[src/common/ercr_pkg.sv]
// Constants for the port receive checker and responder
// Summary of operation
// Pause frame holds transmitter off for its period when enabled.
// Enabled ping answering replies to each echo request from port addresses.
// Enabled solicitation answering sends an advertisement per solicitation.
// Enabled ARP answering replies to each ARP request from port addresses.
// Ping test mode answers all three kinds regardless of enables.
// Preamble and gap checks only at 10 Gbps or slower.
// Preamble unequal to expected (default 8, 3..15) is a violation.
// Ignore-preamble option suppresses preamble violations.
// Gap below minimum (default 12, 8..15) is a violation.
// Gigabit only: filter hides clock-adjust gap violations.
// Frames over 1518 up to jumbo limit are jumbo, not oversized.
// Remote fault only when enabled, electrical or SFP, autonegotiating.
// FEC degrade only at 200 or 400 Gbps, when enabled.
// Symbol errors summed per interval of set codewords, judged per interval.
// Count above activate threshold enters degraded state.
// Count below deactivate threshold leaves degraded state.
// Remote degrade sent if enabled and degraded or local alarm.
// In-band control on one port only; refused otherwise.
// No in-band control in 10 Gbps WAN mode.
// In-band traffic is TCP over IPv4 over Ethernet, optional VLAN.
// Reset clears degraded state and interval counter.
// Violation and degrade flags are sticky, software cleared.
package ercr_pkg;
   // ---
   // Register byte addresses
   // ---
   localparam logic [7:0] ADDR_CTRL = 8'h00;
   localparam logic [7:0] ADDR_PORT = 8'h04;
   localparam logic [7:0] ADDR_RXCFG = 8'h08;
   localparam logic [7:0] ADDR_JUMBO = 8'h0C;
   localparam logic [7:0] ADDR_FEC_INTERVAL = 8'h10;
   localparam logic [7:0] ADDR_FEC_ACT = 8'h14;
   localparam logic [7:0] ADDR_FEC_DEACT = 8'h18;
   localparam logic [7:0] ADDR_MAC_LO = 8'h1C;
   localparam logic [7:0] ADDR_MAC_HI = 8'h20;
   localparam logic [7:0] ADDR_IP = 8'h24;
   localparam logic [7:0] ADDR_STATUS = 8'h28;
   localparam logic [7:0] ADDR_FEC_LAST = 8'h2C;
   // ---
   // Control bit positions
   // ---
   localparam int CTRL_PAUSE = 0;
   localparam int CTRL_PING = 1;
   localparam int CTRL_NS = 2;
   localparam int CTRL_ARP = 3;
   localparam int CTRL_PING_TEST = 4;
   localparam int CTRL_IGN_PRE = 5;
   localparam int CTRL_IFG_FILT = 6;
   localparam int CTRL_RF = 7;
   localparam int CTRL_FEC = 8;
   localparam int CTRL_RD = 9;
   localparam int CTRL_INBAND = 10;
   localparam int CTRL_W = 11;
   // ---
   // Port field layout and encodings
   // ---
   localparam int PORT_RATE_LSB = 0;
   localparam int PORT_IF_LSB = 4;
   localparam int PORT_AUTONEG = 6;
   localparam int PORT_WAN = 7;
   localparam logic [2:0] RATE_1G = 3'h2;
   localparam logic [2:0] RATE_10G = 3'h3;
   localparam logic [2:0] RATE_200G = 3'h6;
   localparam logic [2:0] RATE_400G = 3'h7;
   localparam logic [1:0] IF_ELECTRICAL = 2'h0;
   localparam logic [1:0] IF_SFP = 2'h1;
   // ---
   // Receive check limits and defaults
   // ---
   localparam int RXCFG_IFG_LSB = 8;
   localparam logic [3:0] PRE_DEFAULT = 4'h8;
   localparam logic [3:0] PRE_MIN = 4'h3;
   localparam logic [3:0] IFG_DEFAULT = 4'hC;
   localparam logic [3:0] IFG_MIN = 4'h8;
   localparam logic [13:0] FRAME_STD_MAX = 14'h05EE;
   localparam logic [13:0] JUMBO_DEFAULT = 14'h233A;
   localparam logic [13:0] JUMBO_MIN = 14'h05EF;
   localparam logic [13:0] JUMBO_MAX = 14'h3E80;
   // ---
   // FEC degrade defaults
   // ---
   localparam logic [23:0] FEC_INTERVAL_DEFAULT = 24'h002000;
   localparam logic [23:0] FEC_ACT_DEFAULT = 24'h000400;
   localparam logic [23:0] FEC_DEACT_DEFAULT = 24'h000100;
   localparam logic [23:0] FEC_ACC_MAX = 24'hFFFFFF;
   // ---
   // Status bits, request kinds, pause scaling
   // ---
   localparam int ST_PRE = 0;
   localparam int ST_IFG = 1;
   localparam int ST_OVERSIZE = 2;
   localparam int ST_DEGRADE = 3;
   localparam int ST_STICKY_W = 4;
   localparam int ST_DEGRADED_LIVE = 8;
   localparam int ST_RF_LIVE = 9;
   localparam int ST_PAUSE_LIVE = 10;
   localparam int ST_INBAND_LIVE = 11;
   localparam logic [1:0] REQ_PING = 2'h0;
   localparam logic [1:0] REQ_NS = 2'h1;
   localparam logic [1:0] REQ_ARP = 2'h2;
   localparam int PAUSE_QUANTUM_SHIFT = 3;
   localparam logic [1:0] RESP_OKAY = 2'h0;
   localparam logic [1:0] RESP_SLVERR = 2'h2;
endpackage : ercr_pkg

[src/logic/ercr_top.sv]
// Receive checker and request responder for one Ethernet test port
`timescale 1ns/1ns
`default_nettype none
module ercr_top
   import ercr_pkg::*;
(
   input wire logic sys_clk,
   input wire logic resetn,
   // AXI4-Lite slave
   input wire logic [7:0] s_axi_awaddr,
   input wire logic s_axi_awvalid,
   output logic s_axi_awready,
   input wire logic [31:0] s_axi_wdata,
   input wire logic [3:0] s_axi_wstrb,
   input wire logic s_axi_wvalid,
   output logic s_axi_wready,
   output logic [1:0] s_axi_bresp,
   output logic s_axi_bvalid,
   input wire logic s_axi_bready,
   input wire logic [7:0] s_axi_araddr,
   input wire logic s_axi_arvalid,
   output logic s_axi_arready,
   output logic [31:0] s_axi_rdata,
   output logic [1:0] s_axi_rresp,
   output logic s_axi_rvalid,
   input wire logic s_axi_rready,
   // Receive parser events
   input wire logic rx_pause_valid,
   input wire logic [15:0] rx_pause_quanta,
   input wire logic rx_req_valid,
   input wire logic [1:0] rx_req_kind,
   input wire logic rx_preamble_valid,
   input wire logic [3:0] rx_preamble_len,
   input wire logic rx_gap_valid,
   input wire logic [3:0] rx_gap_len,
   input wire logic rx_gap_clk_adjust,
   input wire logic rx_frame_valid,
   input wire logic [13:0] rx_frame_len,
   input wire logic rx_class_valid,
   input wire logic rx_class_ipv4,
   input wire logic rx_class_tcp,
   input wire logic [1:0] rx_class_vlan_depth,
   input wire logic link_remote_fault,
   input wire logic fec_cw_valid,
   input wire logic [7:0] fec_cw_sym_err,
   input wire logic local_degrade_alarm,
   input wire logic other_port_inband,
   // Outputs
   output logic tx_pause_hold,
   output logic reply_valid,
   output logic [1:0] reply_kind,
   output logic [47:0] reply_src_mac,
   output logic [31:0] reply_src_ip,
   output logic rx_jumbo,
   output logic remote_fault_status,
   output logic remote_degrade_tx,
   output logic inband_claim,
   output logic inband_frame
);
   // ---
   // Registers
   // ---
   logic [CTRL_W-1:0] ctrl_reg;
   logic [7:0] port_reg;
   logic [3:0] pre_exp_reg;
   logic [3:0] ifg_min_reg;
   logic [13:0] jumbo_reg;
   logic [23:0] fec_interval_reg;
   logic [23:0] fec_act_reg;
   logic [23:0] fec_deact_reg;
   logic [23:0] fec_last_reg;
   logic [ST_STICKY_W-1:0] sticky_reg;
   logic [7:0] aw_addr_reg;
   logic aw_have_reg;
   logic [31:0] w_data_reg;
   logic [3:0] w_strb_reg;
   logic w_have_reg;
   logic [31:0] pause_cnt_reg;
   logic [23:0] fec_acc_reg;
   logic [23:0] fec_cw_cnt_reg;
   logic degraded_reg;

   logic [2:0] rate;
   logic rate_low;
   logic fec_on;
   logic inband_on;
   logic wr_fire;
   logic wr_hit;
   logic [31:0] wr_val;
   logic [31:0] wr_old;
   logic [31:0] rd_val;
   logic rd_hit;
   logic [ST_STICKY_W-1:0] sticky_set;
   logic [ST_STICKY_W-1:0] sticky_clr;
   logic pre_viol;
   logic ifg_viol;
   logic oversize;
   logic [24:0] fec_sum;
   logic [23:0] fec_acc_next;
   logic fec_end;

   // Merge a word under byte strobes
   function automatic logic [31:0] merge(input logic [31:0] old, input logic [31:0] nw,
                                         input logic [3:0] strb);
      logic [31:0] r;
      r = old;
      for (int i = 0; i < 4; i++) begin
         if (strb[i]) begin
            r[i*8 +: 8] = nw[i*8 +: 8];
         end
      end
      return r;
   endfunction : merge

   assign rate = port_reg[PORT_RATE_LSB +: 3];
   assign rate_low = (rate <= RATE_10G);
   assign fec_on = ctrl_reg[CTRL_FEC] && (rate == RATE_200G || rate == RATE_400G);
   assign inband_on = ctrl_reg[CTRL_INBAND] && !port_reg[PORT_WAN];

   // ---
   // AXI4-Lite write path
   // ---
   assign wr_fire = aw_have_reg && w_have_reg && !s_axi_bvalid;

   always_ff @(posedge sys_clk) begin
      if (!resetn) begin
         aw_have_reg <= 1'b0;
         aw_addr_reg <= 8'h00;
         s_axi_awready <= 1'b0;
      end else if (s_axi_awvalid && s_axi_awready) begin
         aw_have_reg <= 1'b1;
         aw_addr_reg <= s_axi_awaddr;
         s_axi_awready <= 1'b0;
      end else if (wr_fire) begin
         aw_have_reg <= 1'b0;
      end else begin
         s_axi_awready <= !aw_have_reg && !s_axi_bvalid;
      end
   end

   always_ff @(posedge sys_clk) begin
      if (!resetn) begin
         w_have_reg <= 1'b0;
         w_data_reg <= 32'h00000000;
         w_strb_reg <= 4'h0;
         s_axi_wready <= 1'b0;
      end else if (s_axi_wvalid && s_axi_wready) begin
         w_have_reg <= 1'b1;
         w_data_reg <= s_axi_wdata;
         w_strb_reg <= s_axi_wstrb;
         s_axi_wready <= 1'b0;
      end else if (wr_fire) begin
         w_have_reg <= 1'b0;
      end else begin
         s_axi_wready <= !w_have_reg && !s_axi_bvalid;
      end
   end

   always_comb begin
      wr_hit = 1'b1;
      wr_old = 32'h00000000;
      unique case (aw_addr_reg)
         ADDR_CTRL: wr_old = 32'({ctrl_reg});
         ADDR_PORT: wr_old = 32'({port_reg});
         ADDR_RXCFG: wr_old = 32'({ifg_min_reg, 4'h0, pre_exp_reg});
         ADDR_JUMBO: wr_old = 32'({jumbo_reg});
         ADDR_FEC_INTERVAL: wr_old = 32'({fec_interval_reg});
         ADDR_FEC_ACT: wr_old = 32'({fec_act_reg});
         ADDR_FEC_DEACT: wr_old = 32'({fec_deact_reg});
         ADDR_MAC_LO: wr_old = reply_src_mac[31:0];
         ADDR_MAC_HI: wr_old = 32'({reply_src_mac[47:32]});
         ADDR_IP: wr_old = reply_src_ip;
         ADDR_STATUS, ADDR_FEC_LAST: ;
         default: wr_hit = 1'b0;
      endcase
      wr_val = merge(wr_old, w_data_reg, w_strb_reg);
   end

   always_ff @(posedge sys_clk) begin
      if (!resetn) begin
         s_axi_bvalid <= 1'b0;
         s_axi_bresp <= RESP_OKAY;
      end else if (wr_fire) begin
         s_axi_bvalid <= 1'b1;
         s_axi_bresp <= wr_hit ? RESP_OKAY : RESP_SLVERR;
      end else if (s_axi_bready) begin
         s_axi_bvalid <= 1'b0;
      end
   end

   // ---
   // Configuration registers
   // ---
   always_ff @(posedge sys_clk) begin
      if (!resetn) begin
         ctrl_reg <= '0;
         port_reg <= 8'h00;
         pre_exp_reg <= PRE_DEFAULT;
         ifg_min_reg <= IFG_DEFAULT;
         jumbo_reg <= JUMBO_DEFAULT;
         fec_interval_reg <= FEC_INTERVAL_DEFAULT;
         fec_act_reg <= FEC_ACT_DEFAULT;
         fec_deact_reg <= FEC_DEACT_DEFAULT;
         reply_src_mac <= 48'h000000000000;
         reply_src_ip <= 32'h00000000;
      end else if (wr_fire) begin
         unique case (aw_addr_reg)
            ADDR_CTRL: begin
               ctrl_reg <= wr_val[CTRL_W-1:0];
               // Second port may not claim in-band control
               if (other_port_inband) begin
                  ctrl_reg[CTRL_INBAND] <= 1'b0;
               end
            end
            ADDR_PORT: port_reg <= wr_val[7:0];
            ADDR_RXCFG: begin
               // Out of range values leave the field unchanged
               if (wr_val[3:0] >= PRE_MIN) begin
                  pre_exp_reg <= wr_val[3:0];
               end
               if (wr_val[RXCFG_IFG_LSB +: 4] >= IFG_MIN) begin
                  ifg_min_reg <= wr_val[RXCFG_IFG_LSB +: 4];
               end
            end
            ADDR_JUMBO: begin
               if (wr_val[13:0] >= JUMBO_MIN && wr_val[13:0] <= JUMBO_MAX) begin
                  jumbo_reg <= wr_val[13:0];
               end
            end
            ADDR_FEC_INTERVAL: begin
               if (wr_val[23:0] != 24'h000000) begin
                  fec_interval_reg <= wr_val[23:0];
               end
            end
            ADDR_FEC_ACT: fec_act_reg <= wr_val[23:0];
            ADDR_FEC_DEACT: fec_deact_reg <= wr_val[23:0];
            ADDR_MAC_LO: reply_src_mac[31:0] <= wr_val;
            ADDR_MAC_HI: reply_src_mac[47:32] <= wr_val[15:0];
            ADDR_IP: reply_src_ip <= wr_val;
            default: ;
         endcase
      end
   end

   // ---
   // Read path
   // ---
   always_comb begin
      rd_hit = 1'b1;
      rd_val = 32'h00000000;
      unique case (s_axi_araddr)
         ADDR_CTRL: rd_val = 32'({ctrl_reg});
         ADDR_PORT: rd_val = 32'({port_reg});
         ADDR_RXCFG: rd_val = 32'({ifg_min_reg, 4'h0, pre_exp_reg});
         ADDR_JUMBO: rd_val = 32'({jumbo_reg});
         ADDR_FEC_INTERVAL: rd_val = 32'({fec_interval_reg});
         ADDR_FEC_ACT: rd_val = 32'({fec_act_reg});
         ADDR_FEC_DEACT: rd_val = 32'({fec_deact_reg});
         ADDR_MAC_LO: rd_val = reply_src_mac[31:0];
         ADDR_MAC_HI: rd_val = 32'({reply_src_mac[47:32]});
         ADDR_IP: rd_val = reply_src_ip;
         ADDR_STATUS: begin
            rd_val[ST_STICKY_W-1:0] = sticky_reg;
            rd_val[ST_DEGRADED_LIVE] = degraded_reg;
            rd_val[ST_RF_LIVE] = remote_fault_status;
            rd_val[ST_PAUSE_LIVE] = tx_pause_hold;
            rd_val[ST_INBAND_LIVE] = inband_claim;
         end
         ADDR_FEC_LAST: rd_val = 32'({fec_last_reg});
         default: rd_hit = 1'b0;
      endcase
   end

   always_ff @(posedge sys_clk) begin
      if (!resetn) begin
         s_axi_arready <= 1'b0;
         s_axi_rvalid <= 1'b0;
         s_axi_rdata <= 32'h00000000;
         s_axi_rresp <= RESP_OKAY;
      end else if (s_axi_arvalid && s_axi_arready) begin
         s_axi_arready <= 1'b0;
         s_axi_rvalid <= 1'b1;
         s_axi_rdata <= rd_val;
         s_axi_rresp <= rd_hit ? RESP_OKAY : RESP_SLVERR;
      end else if (s_axi_rvalid) begin
         if (s_axi_rready) begin
            s_axi_rvalid <= 1'b0;
         end
      end else begin
         s_axi_arready <= 1'b1;
      end
   end

   // ---
   // Pause hold-off
   // ---
   always_ff @(posedge sys_clk) begin
      if (!resetn) begin
         pause_cnt_reg <= 32'h00000000;
         tx_pause_hold <= 1'b0;
      end else if (rx_pause_valid && ctrl_reg[CTRL_PAUSE]) begin
         // New frame restarts the period; zero quanta releases at once
         pause_cnt_reg <= 32'({rx_pause_quanta}) << PAUSE_QUANTUM_SHIFT;
         tx_pause_hold <= (rx_pause_quanta != 16'h0000);
      end else if (pause_cnt_reg != 32'h00000000) begin
         pause_cnt_reg <= pause_cnt_reg - 32'h00000001;
         tx_pause_hold <= (pause_cnt_reg != 32'h00000001);
      end else begin
         tx_pause_hold <= 1'b0;
      end
   end

   // ---
   // Request replies
   // ---
   always_ff @(posedge sys_clk) begin
      if (!resetn) begin
         reply_valid <= 1'b0;
         reply_kind <= REQ_PING;
      end else begin
         reply_kind <= rx_req_kind;
         reply_valid <= 1'b0;
         if (rx_req_valid) begin
            unique case (rx_req_kind)
               REQ_PING: reply_valid <= ctrl_reg[CTRL_PING] || ctrl_reg[CTRL_PING_TEST];
               REQ_NS: reply_valid <= ctrl_reg[CTRL_NS] || ctrl_reg[CTRL_PING_TEST];
               REQ_ARP: reply_valid <= ctrl_reg[CTRL_ARP] || ctrl_reg[CTRL_PING_TEST];
               default: reply_valid <= 1'b0;
            endcase
         end
      end
   end

   // ---
   // Receive checks and sticky status
   // ---
   assign pre_viol = rx_preamble_valid && rate_low && !ctrl_reg[CTRL_IGN_PRE] &&
                     (rx_preamble_len != pre_exp_reg);
   assign ifg_viol = rx_gap_valid && rate_low && (rx_gap_len < ifg_min_reg) &&
                     !(ctrl_reg[CTRL_IFG_FILT] && rate == RATE_1G && rx_gap_clk_adjust);
   assign oversize = rx_frame_valid && (rx_frame_len > jumbo_reg);
   assign sticky_set = {fec_end && fec_on && (fec_acc_next > fec_act_reg), oversize, ifg_viol,
                        pre_viol};
   assign sticky_clr = (wr_fire && aw_addr_reg == ADDR_STATUS) ? wr_val[ST_STICKY_W-1:0] :
                       '0;

   // Set beats a clear landing in the same cycle
   always_ff @(posedge sys_clk) begin
      if (!resetn) begin
         sticky_reg <= '0;
      end else begin
         sticky_reg <= (sticky_reg & ~sticky_clr) | sticky_set;
      end
   end

   always_ff @(posedge sys_clk) begin
      if (!resetn) begin
         rx_jumbo <= 1'b0;
      end else begin
         rx_jumbo <= rx_frame_valid && (rx_frame_len > FRAME_STD_MAX) &&
                     (rx_frame_len <= jumbo_reg);
      end
   end

   // ---
   // Remote fault and in-band control
   // ---
   always_ff @(posedge sys_clk) begin
      if (!resetn) begin
         remote_fault_status <= 1'b0;
         inband_claim <= 1'b0;
         inband_frame <= 1'b0;
      end else begin
         remote_fault_status <= ctrl_reg[CTRL_RF] && port_reg[PORT_AUTONEG] &&
                                (port_reg[PORT_IF_LSB +: 2] == IF_ELECTRICAL ||
                                 port_reg[PORT_IF_LSB +: 2] == IF_SFP) &&
                                link_remote_fault;
         inband_claim <= inband_on;
         // Only plain or single-tagged IPv4 TCP counts as control traffic
         inband_frame <= inband_on && rx_class_valid && rx_class_ipv4 && rx_class_tcp &&
                         (rx_class_vlan_depth <= 2'h1);
      end
   end

   // ---
   // FEC degrade judgement
   // ---
   assign fec_sum = {1'b0, fec_acc_reg} + 25'({fec_cw_sym_err});
   // Saturates so a burst cannot wrap to a low count
   assign fec_acc_next = fec_sum[24] ? FEC_ACC_MAX : fec_sum[23:0];
   assign fec_end = fec_cw_valid && (fec_cw_cnt_reg >= fec_interval_reg - 24'h000001);

   always_ff @(posedge sys_clk) begin
      if (!resetn || !fec_on) begin
         fec_acc_reg <= 24'h000000;
         fec_cw_cnt_reg <= 24'h000000;
         degraded_reg <= 1'b0;
         fec_last_reg <= 24'h000000;
      end else if (fec_cw_valid) begin
         if (fec_end) begin
            fec_acc_reg <= 24'h000000;
            fec_cw_cnt_reg <= 24'h000000;
            fec_last_reg <= fec_acc_next;
            if (fec_acc_next > fec_act_reg) begin
               degraded_reg <= 1'b1;
            end else if (fec_acc_next < fec_deact_reg) begin
               degraded_reg <= 1'b0;
            end
         end else begin
            fec_acc_reg <= fec_acc_next;
            fec_cw_cnt_reg <= fec_cw_cnt_reg + 24'h000001;
         end
      end
   end

   always_ff @(posedge sys_clk) begin
      if (!resetn) begin
         remote_degrade_tx <= 1'b0;
      end else begin
         remote_degrade_tx <= ctrl_reg[CTRL_RD] && (degraded_reg || local_degrade_alarm);
      end
   end
endmodule : ercr_top
`default_nettype wire

[config.mk]
export PLATFORM = sky130hd
export DESIGN_NAME = ercr_top
export DESIGN_NICKNAME = d
export VERILOG_FILES = /design/src/common/ercr_pkg.sv /design/src/logic/ercr_top.sv
export SDC_FILE = /design/constraint.sdc
export NUM_CORES = 1
export LEC_CHECK = 0
export BUFFER_PORTS_ARGS = -buffer_cell sky130_fd_sc_hd__buf_2
export CELL_PAD_IN_SITES_DETAIL_PLACEMENT = 1
export CELL_PAD_IN_SITES_GLOBAL_PLACEMENT = 1
export CORE_ASPECT_RATIO = 1.2
export CORE_MARGIN = 5
export CORE_UTILIZATION = 30
export CTS_CLUSTER_DIAMETER = 30
export CTS_CLUSTER_SIZE = 16
export DETAILED_ROUTE_END_ITERATION = 12
export PLACE_DENSITY = 0.65
export SLEW_MARGIN = 20
export SYNTH_ARGS = -nofsm -noshare
export SYNTH_HDL_FRONTEND = slang
export SYNTH_SLANG_ARGS = --single-unit
[constraint.sdc]
create_clock -name sys_clk -period 9.1 [get_ports sys_clk]
set_input_delay 0.91 -clock sys_clk [delete_from_list [all_inputs] [get_ports sys_clk]]
set_output_delay 0.91 -clock sys_clk [all_outputs]
set_load 0.05 [all_outputs]
### Word-level counts from Yosys, hierarchy flattened

Cells that the tools add are included.

* $add $sub $neg: 4
* $mul: 0
* divide/modulo/power cells: 0
* $lt $le $gt $ge: 13
* equal/unequal tests: 30
* shift-type cells: 0
* multiplexer cells: 33
* bitwise gates (word level): 4
* reductions and logical operators: 81

Operators by type and width (count)
* case mux 32 bit (10 select lines): 1
* case mux 20 bit (8 select lines): 1
* 2-to-1 mux 24 bit: 3
* equality test 8 x 5 -> 1 bit, second input constant: 8
* equality test 8 x 6 -> 1 bit, second input constant: 8
* case mux 4 bit (12 select lines): 1
* case mux 4 bit (11 select lines): 1
* case mux 4 bit (10 select lines): 1
* 2-to-1 mux 19 bit: 2
* logical AND 1 bit: 34
* equality test 8 x 4 -> 1 bit, second input constant: 4
* 2-to-1 mux 8 bit: 4
* inequality test 32 x 1 -> 1 bit, second input constant: 1
* nonzero test 32 bit: 1
* subtractor 32 x 1 -> 32 bit, second input constant: 1
* adder 24 x 8 -> 25 bit: 1
* adder 24 x 1 -> 24 bit, second input constant: 1
* >= comparator 24 bit: 1
* > comparator 24 bit: 1
* less-than comparator 24 bit: 1
* nonzero test 24 bit: 1
* OR reduction 12 bit: 2
* subtractor 24 x 1 -> 24 bit, second input constant: 1
* AND reduction 2 bit: 9
* other kinds (32): 76

* register bits after elaboration: 398
* bits in latches: 0
* bits in writable memories: 0
* bits in read-only memories: 0
* input port bits: 122
* word-level logic and storage cells: 204
* memories: 0

### Logic depth before layout (Yosys ltp)

* depth in word-level cells: 7
* mapped depth: 21
* gate-level depth less buffers: 21

### Worst setup path before layout

No wires, ideal clock.

* path type: in2reg
* start: in fec_cw_sym_err[0]
* end: reg degraded_reg
* library setup time: 120 ps
* arrival time: 4536 ps
* data required time: 8980 ps
* setup slack: 4445 ps
* stages on the path: 20
* path buffers: 0
* path through: ha_1 -> fa_1 -> a21oi_1 -> o21ai_0 -> a21oi_1 -> nand2b_1 -> a211oi_1 -> nor2b_1 -> nor2_1 -> inv_1 -> ha_1 -> a21o_1 -> a21o_1 -> a21o_1 -> a21o_1 -> a21o_1 -> a31oi_1 -> o221a_2 -> nor3_1 -> a211o_1

* word-level cells in the longest chain between the ends: 5
* elaborated cells between the ends (all ways): 7
* classes of those cells: add/sub: 1; order compare: 2; mux: 2; reduce/logical: 2

Ends and longest elaborated chain
* start, declared: RTL line ercr_top.sv:45 `input wire logic [7:0] fec_cw_sym_err,`
* adder 24 x 8 -> 25 bit (*): RTL line ercr_top.sv:388 `assign fec_sum = {1'b0, fec_acc_reg} + 25'({fec_cw_sym_err});`
* 2-to-1 mux 24 bit (*): RTL line ercr_top.sv:390 `assign fec_acc_next = fec_sum[24] ? FEC_ACC_MAX : fec_sum[23:0];`
* net fec_acc_next[17]: RTL line ercr_top.sv:99 `logic [23:0] fec_acc_next;`
* > comparator 24 bit or less-than comparator 24 bit (tied branches): RTL line ercr_top.sv:404, ercr_top.sv:406
* nonzero test 2 bit (no source line)
* AND reduction 3 bit (no source line)
* end signal, assigned: RTL line ercr_top.sv:397 `degraded_reg <= 1'b0;`
* end signal, assigned: RTL line ercr_top.sv:405 `degraded_reg <= 1'b1;`
* end signal, assigned: RTL line ercr_top.sv:407 `degraded_reg <= 1'b0;`
* end, declared: RTL line ercr_top.sv:81 `logic degraded_reg;`

The timed path passes the listed nets; every way through them passes the cells marked *.
A chain may end at the register's enable or synchronous reset.

### Worst setup path in the final report

Ends and elaborated chain as after synthesis.

==> impl_metrics.py <==
metrics = {
    "clock_network": {
        "clock_path_buffers": 3,
        "h-tree-depth": 3,
        "hold_buffers": 0,
        "postCtsSetupBuffers": 0,
        "root_buffer": "clkbuf_16",
        "cts_inserted_buffers": 101,
        "cts_sinks": 396,
        "cts_tree": "done",
        "post_cts_resized": 0,
        "clkLatencyLatePin_ns": 0.66,
        "clkSlewWorstSetupHoldPaths_ns": 0.05,
    },
    "synthesis": {
        "synth_top_flop_cell": "dfxtp_1",
        "synthSimpleGateAreaFrac_pct": 21.4,
        "synth_top_family_by_area": "compound AO/OA/AOI/OAI gates",
        "async_reset_ff_share_pct": 0,
        "synthMuxAreaShare_pct": 3.46,
        "synth_compound_area_share_pct": 23.1,
        "synthCells": 2658,
        "synth_xor_area_share_pct": 3.55,
        "syn_area_per_cell_sq_um": 8.07,
        "synth_area_sq_um": 21500,
        "ys_seq_elements": 396,
        "synth_warnings": 0,
        "seq_area_frac_synth_pct": 37.0,
        "ys_types": 85,
        "synth_edf_count": 0,
        "synth_adder_area_share_pct": 6.16,
    },
    "layout": {
        "final_util_pct": 38.5,
        "largest_reg_flops": 48,
        "fin_nets": 3114,
        "final_common_cell": "nand2_1",
        "top_register": "reply_src_mac",
        "areaGrowthSynthToFinish_pct": 27.2,
        "final_layout_size_suffix_gt1_share_pct": 18.2,
        "layout_common_cells": "401 x nand2_1, 394 x dfxtp_1, 259 x nor2_1, 248 x buf_2, 181 x a21oi_1",
        "nFillCells": 8422,
    },
    "power": {
        "p_seq_share_pct": 29.3,
        "peakVddDrop_mv": 0.151,
        "p_comb_share_pct": 11.4,
        "leakagePower_nw": 10.5,
        "p_int_w": 0.00476,
        "clkPwrFrac_pct": 59.3,
        "p_sw_share_pct": 26.6,
        "p_per_area_nw_per_um2": 237,
        "power_switching_w": 0.00172,
    },
    "placed_design": {
        "port_buffers": 248,
        "routabilityCongestion": 0.963,
        "dp_slack_ns": 3.42,
        "place_hpwl_microns": 76200,
    },
    "hold_path": {
        "min_from": "s_axi_rdata[11]",
        "min_to": "s_axi_rdata[11]",
        "min_path_cells": 1,
        "hp-class": "register to register",
    },
    "grt": {
        "antenna_found_initial": 4,
        "grt_pass1_vias": 23500,
        "grt_pass1_wl_microns": 151000,
        "grtUsageTotal_pct": 26.0,
        "grt_max_degree": 173,
        "overflow": 0,
    },
    "setup_path": {
        "r2r-end": "degraded_reg",
        "cp.arrival_ns": 5.77,
        "required_ns": 9.69,
        "crit_fanout": 7,
        "critPathKind": "primary input to register",
        "r2r_setup_slack_ns": 3.98,
        "timing.rr.start": "fec_interval_reg[2]",
        "reg2reg_depth": 17,
        "startpoint_type": "primary input",
        "endpoint_kind": "register",
    },
    "floorplan": {
        "core_sq_um": 71000,
        "die-area_sq_um": 77000,
        "rows": 107,
        "die_w_microns": 254,
        "initial_utilization_pct": 30.2,
        "die_height_microns": 303,
        "ios": 252,
    },
    "route": {
        "viasPerCell": 5.78,
        "avgRoutedWirePerCell_microns": 26.6,
        "drc": 0,
        "dr.pass1.iters": 6,
        "dr_total_vias": 22500,
        "ant_nets": 0,
        "wl_microns": 104000,
        "first_iter_violations": 1815,
    },
    "run_status": {
        "status": "completed",
    },
    "sta": {
        "fin_ws_ns": 3.92,
        "slew_viol_final": 0,
        "rsz0062_at_grt": "no",
        "max_slew_margin_pct": 11.8,
        "period_share_pct": 57.0,
        "setup_viol": 0,
        "totalNegativeSetupSlack_ns": 0,
        "min_period_ns": 5.18,
        "fmax_ghz": 0.193,
        "finalHoldViolCount": 0,
        "worst_slew_pin_slew_ns": 1.31,
        "fin_worst_skew_ns": 0.0339,
    },
    "run": {
        "max_cap_violations": 0,
    },
}
[synthesized netlist by cell type (6+ instances only)]
master    count  share of area, %
a211oi_1    115               4.0
a21o_1       36               1.3
a21oi_1     182               4.2
a221oi_1     39               1.6
a22o_1       36               1.5
a22oi_1      76               2.7
a311oi_1     17              0.69
a31oi_1      27              0.79
and2_1        9              0.26
and3_1       18              0.52
and4_1        6              0.24
buf_1        10              0.17
buf_2        20              0.47
buf_4         6              0.21
buf_6         8              0.42
clkbuf_1    139               2.4
dfxtp_1     396                37
ha_1        104               6.1
inv_1        97               1.7
mux2_2       13              0.68
mux2i_1      55               2.6
nand2_1     401               7.0
nand2b_1     13              0.38
nand3_1      68               1.6
nand3b_1     18              0.63
nand4_1      31              0.90
nor2_1      267               4.7
nor2b_1      16              0.47
nor3_1       48               1.1
nor4_1       24              0.70
o211ai_1     18              0.63
o21a_1        9              0.31
o21ai_0      76               1.8
o221ai_1     19              0.78
o22ai_1      10              0.29
o32ai_1       7              0.29
or2_2         6              0.17
or3_1        32              0.93
or4_1        14              0.49
xnor2_1      51               2.1
xor2_1       36               1.5
[kinds of logic after synthesis]
| kind of cell | count (synthesis) |
|---|---|
| and+or+nand+nor | 999 |
| AOI/OAI and AO/OA | 720 |
| DFF | 396 |
| buffers and inverters | 280 |
| adders and majority gates | 105 |
| xor gates and xnor gates | 87 |
| muxes | 70 |
| other | 1 |
[area by class of cell]
cell class,instances,area (sq um),area share [%]
Multi-Input combinational cell,1983,12500,45.7
Sequential cell,396,7930,29.0
Clock buffer,125,2770,10.1
Timing Repair Buffer,308,1700,6.24
Tap cell,926,1160,4.24
Clock inverter,61,892,3.27
Inverter,97,369,1.35
Antenna cell,1,2.50,0.00917
[power by group through the flow]
stage               Clock, W  Sequential, W  Combinational [W]
floorplan                  0        0.00192           0.000488
global placement           0        0.00192           0.000697
detailed placement         0        0.00193           0.000728
CTS                  0.00388        0.00190           0.000736
global route         0.00398        0.00191           0.000809
finish               0.00384        0.00190           0.000736
[worst max path at each step]
stage,slack [ns],endpoint,cells past startpoint,start
floorplan,4.44,degraded_reg,20,fec_cw_sym_err[0]
global placement,3.45,degraded_reg,21,fec_cw_sym_err[0]
detailed placement,3.42,degraded_reg,21,fec_cw_sym_err[0]
CTS,4.00,degraded_reg,20,fec_cw_sym_err[0]
global route,3.39,degraded_reg,20,fec_cw_sym_err[0]
finish,3.92,degraded_reg,20,fec_cw_sym_err[0]
[stage by stage]
stage | power (W) | instance area [sq um] | cells | hold slack, ns
floorplan | 0.00241 | 21500 | 2659 | 0.425
global placement | 0.00262 | 23600 | 3710 | 0.435
detailed placement | 0.00266 | 23600 | 3710 | 0.437
CTS | 0.00652 | 27300 | 3896 | 0.447
global route | 0.00670 | 27300 | 3897 | 0.472
finish | 0.00648 | 27300 | 3897 | 0.443
[critical path, stage by stage]
cell and delay, ns:
buf_2 0.11, ha_1 0.18, fa_1 0.23, a21oi_1 0.08
o21ai_0 0.28, a21oi_1 0.11, nand2b_1 0.22, a211oi_1 0.63
nor2b_1 0.51, nor2_1 0.21, inv_1 0.12, ha_1 0.16
nand4_1 0.10, nor3_1 0.31, nand2_1 0.18, o41ai_1 0.55
a31oi_1 0.18, o221a_2 0.18, nor3_1 0.33, a211o_1 0.19
[routing by layer]
metal  routed length (microns)  share of wire (%)  up-vias  GRT usage, %
li1                          -                  -    10100             -
met1                     41300                 40    11100          31.6
met2                     49300                 48      968          43.7
met3                      6850                6.6      292          4.22
met4                      6330                6.1        2          14.4
met5                        13              0.013        -             0
Power figures use the tool's default switching activity.
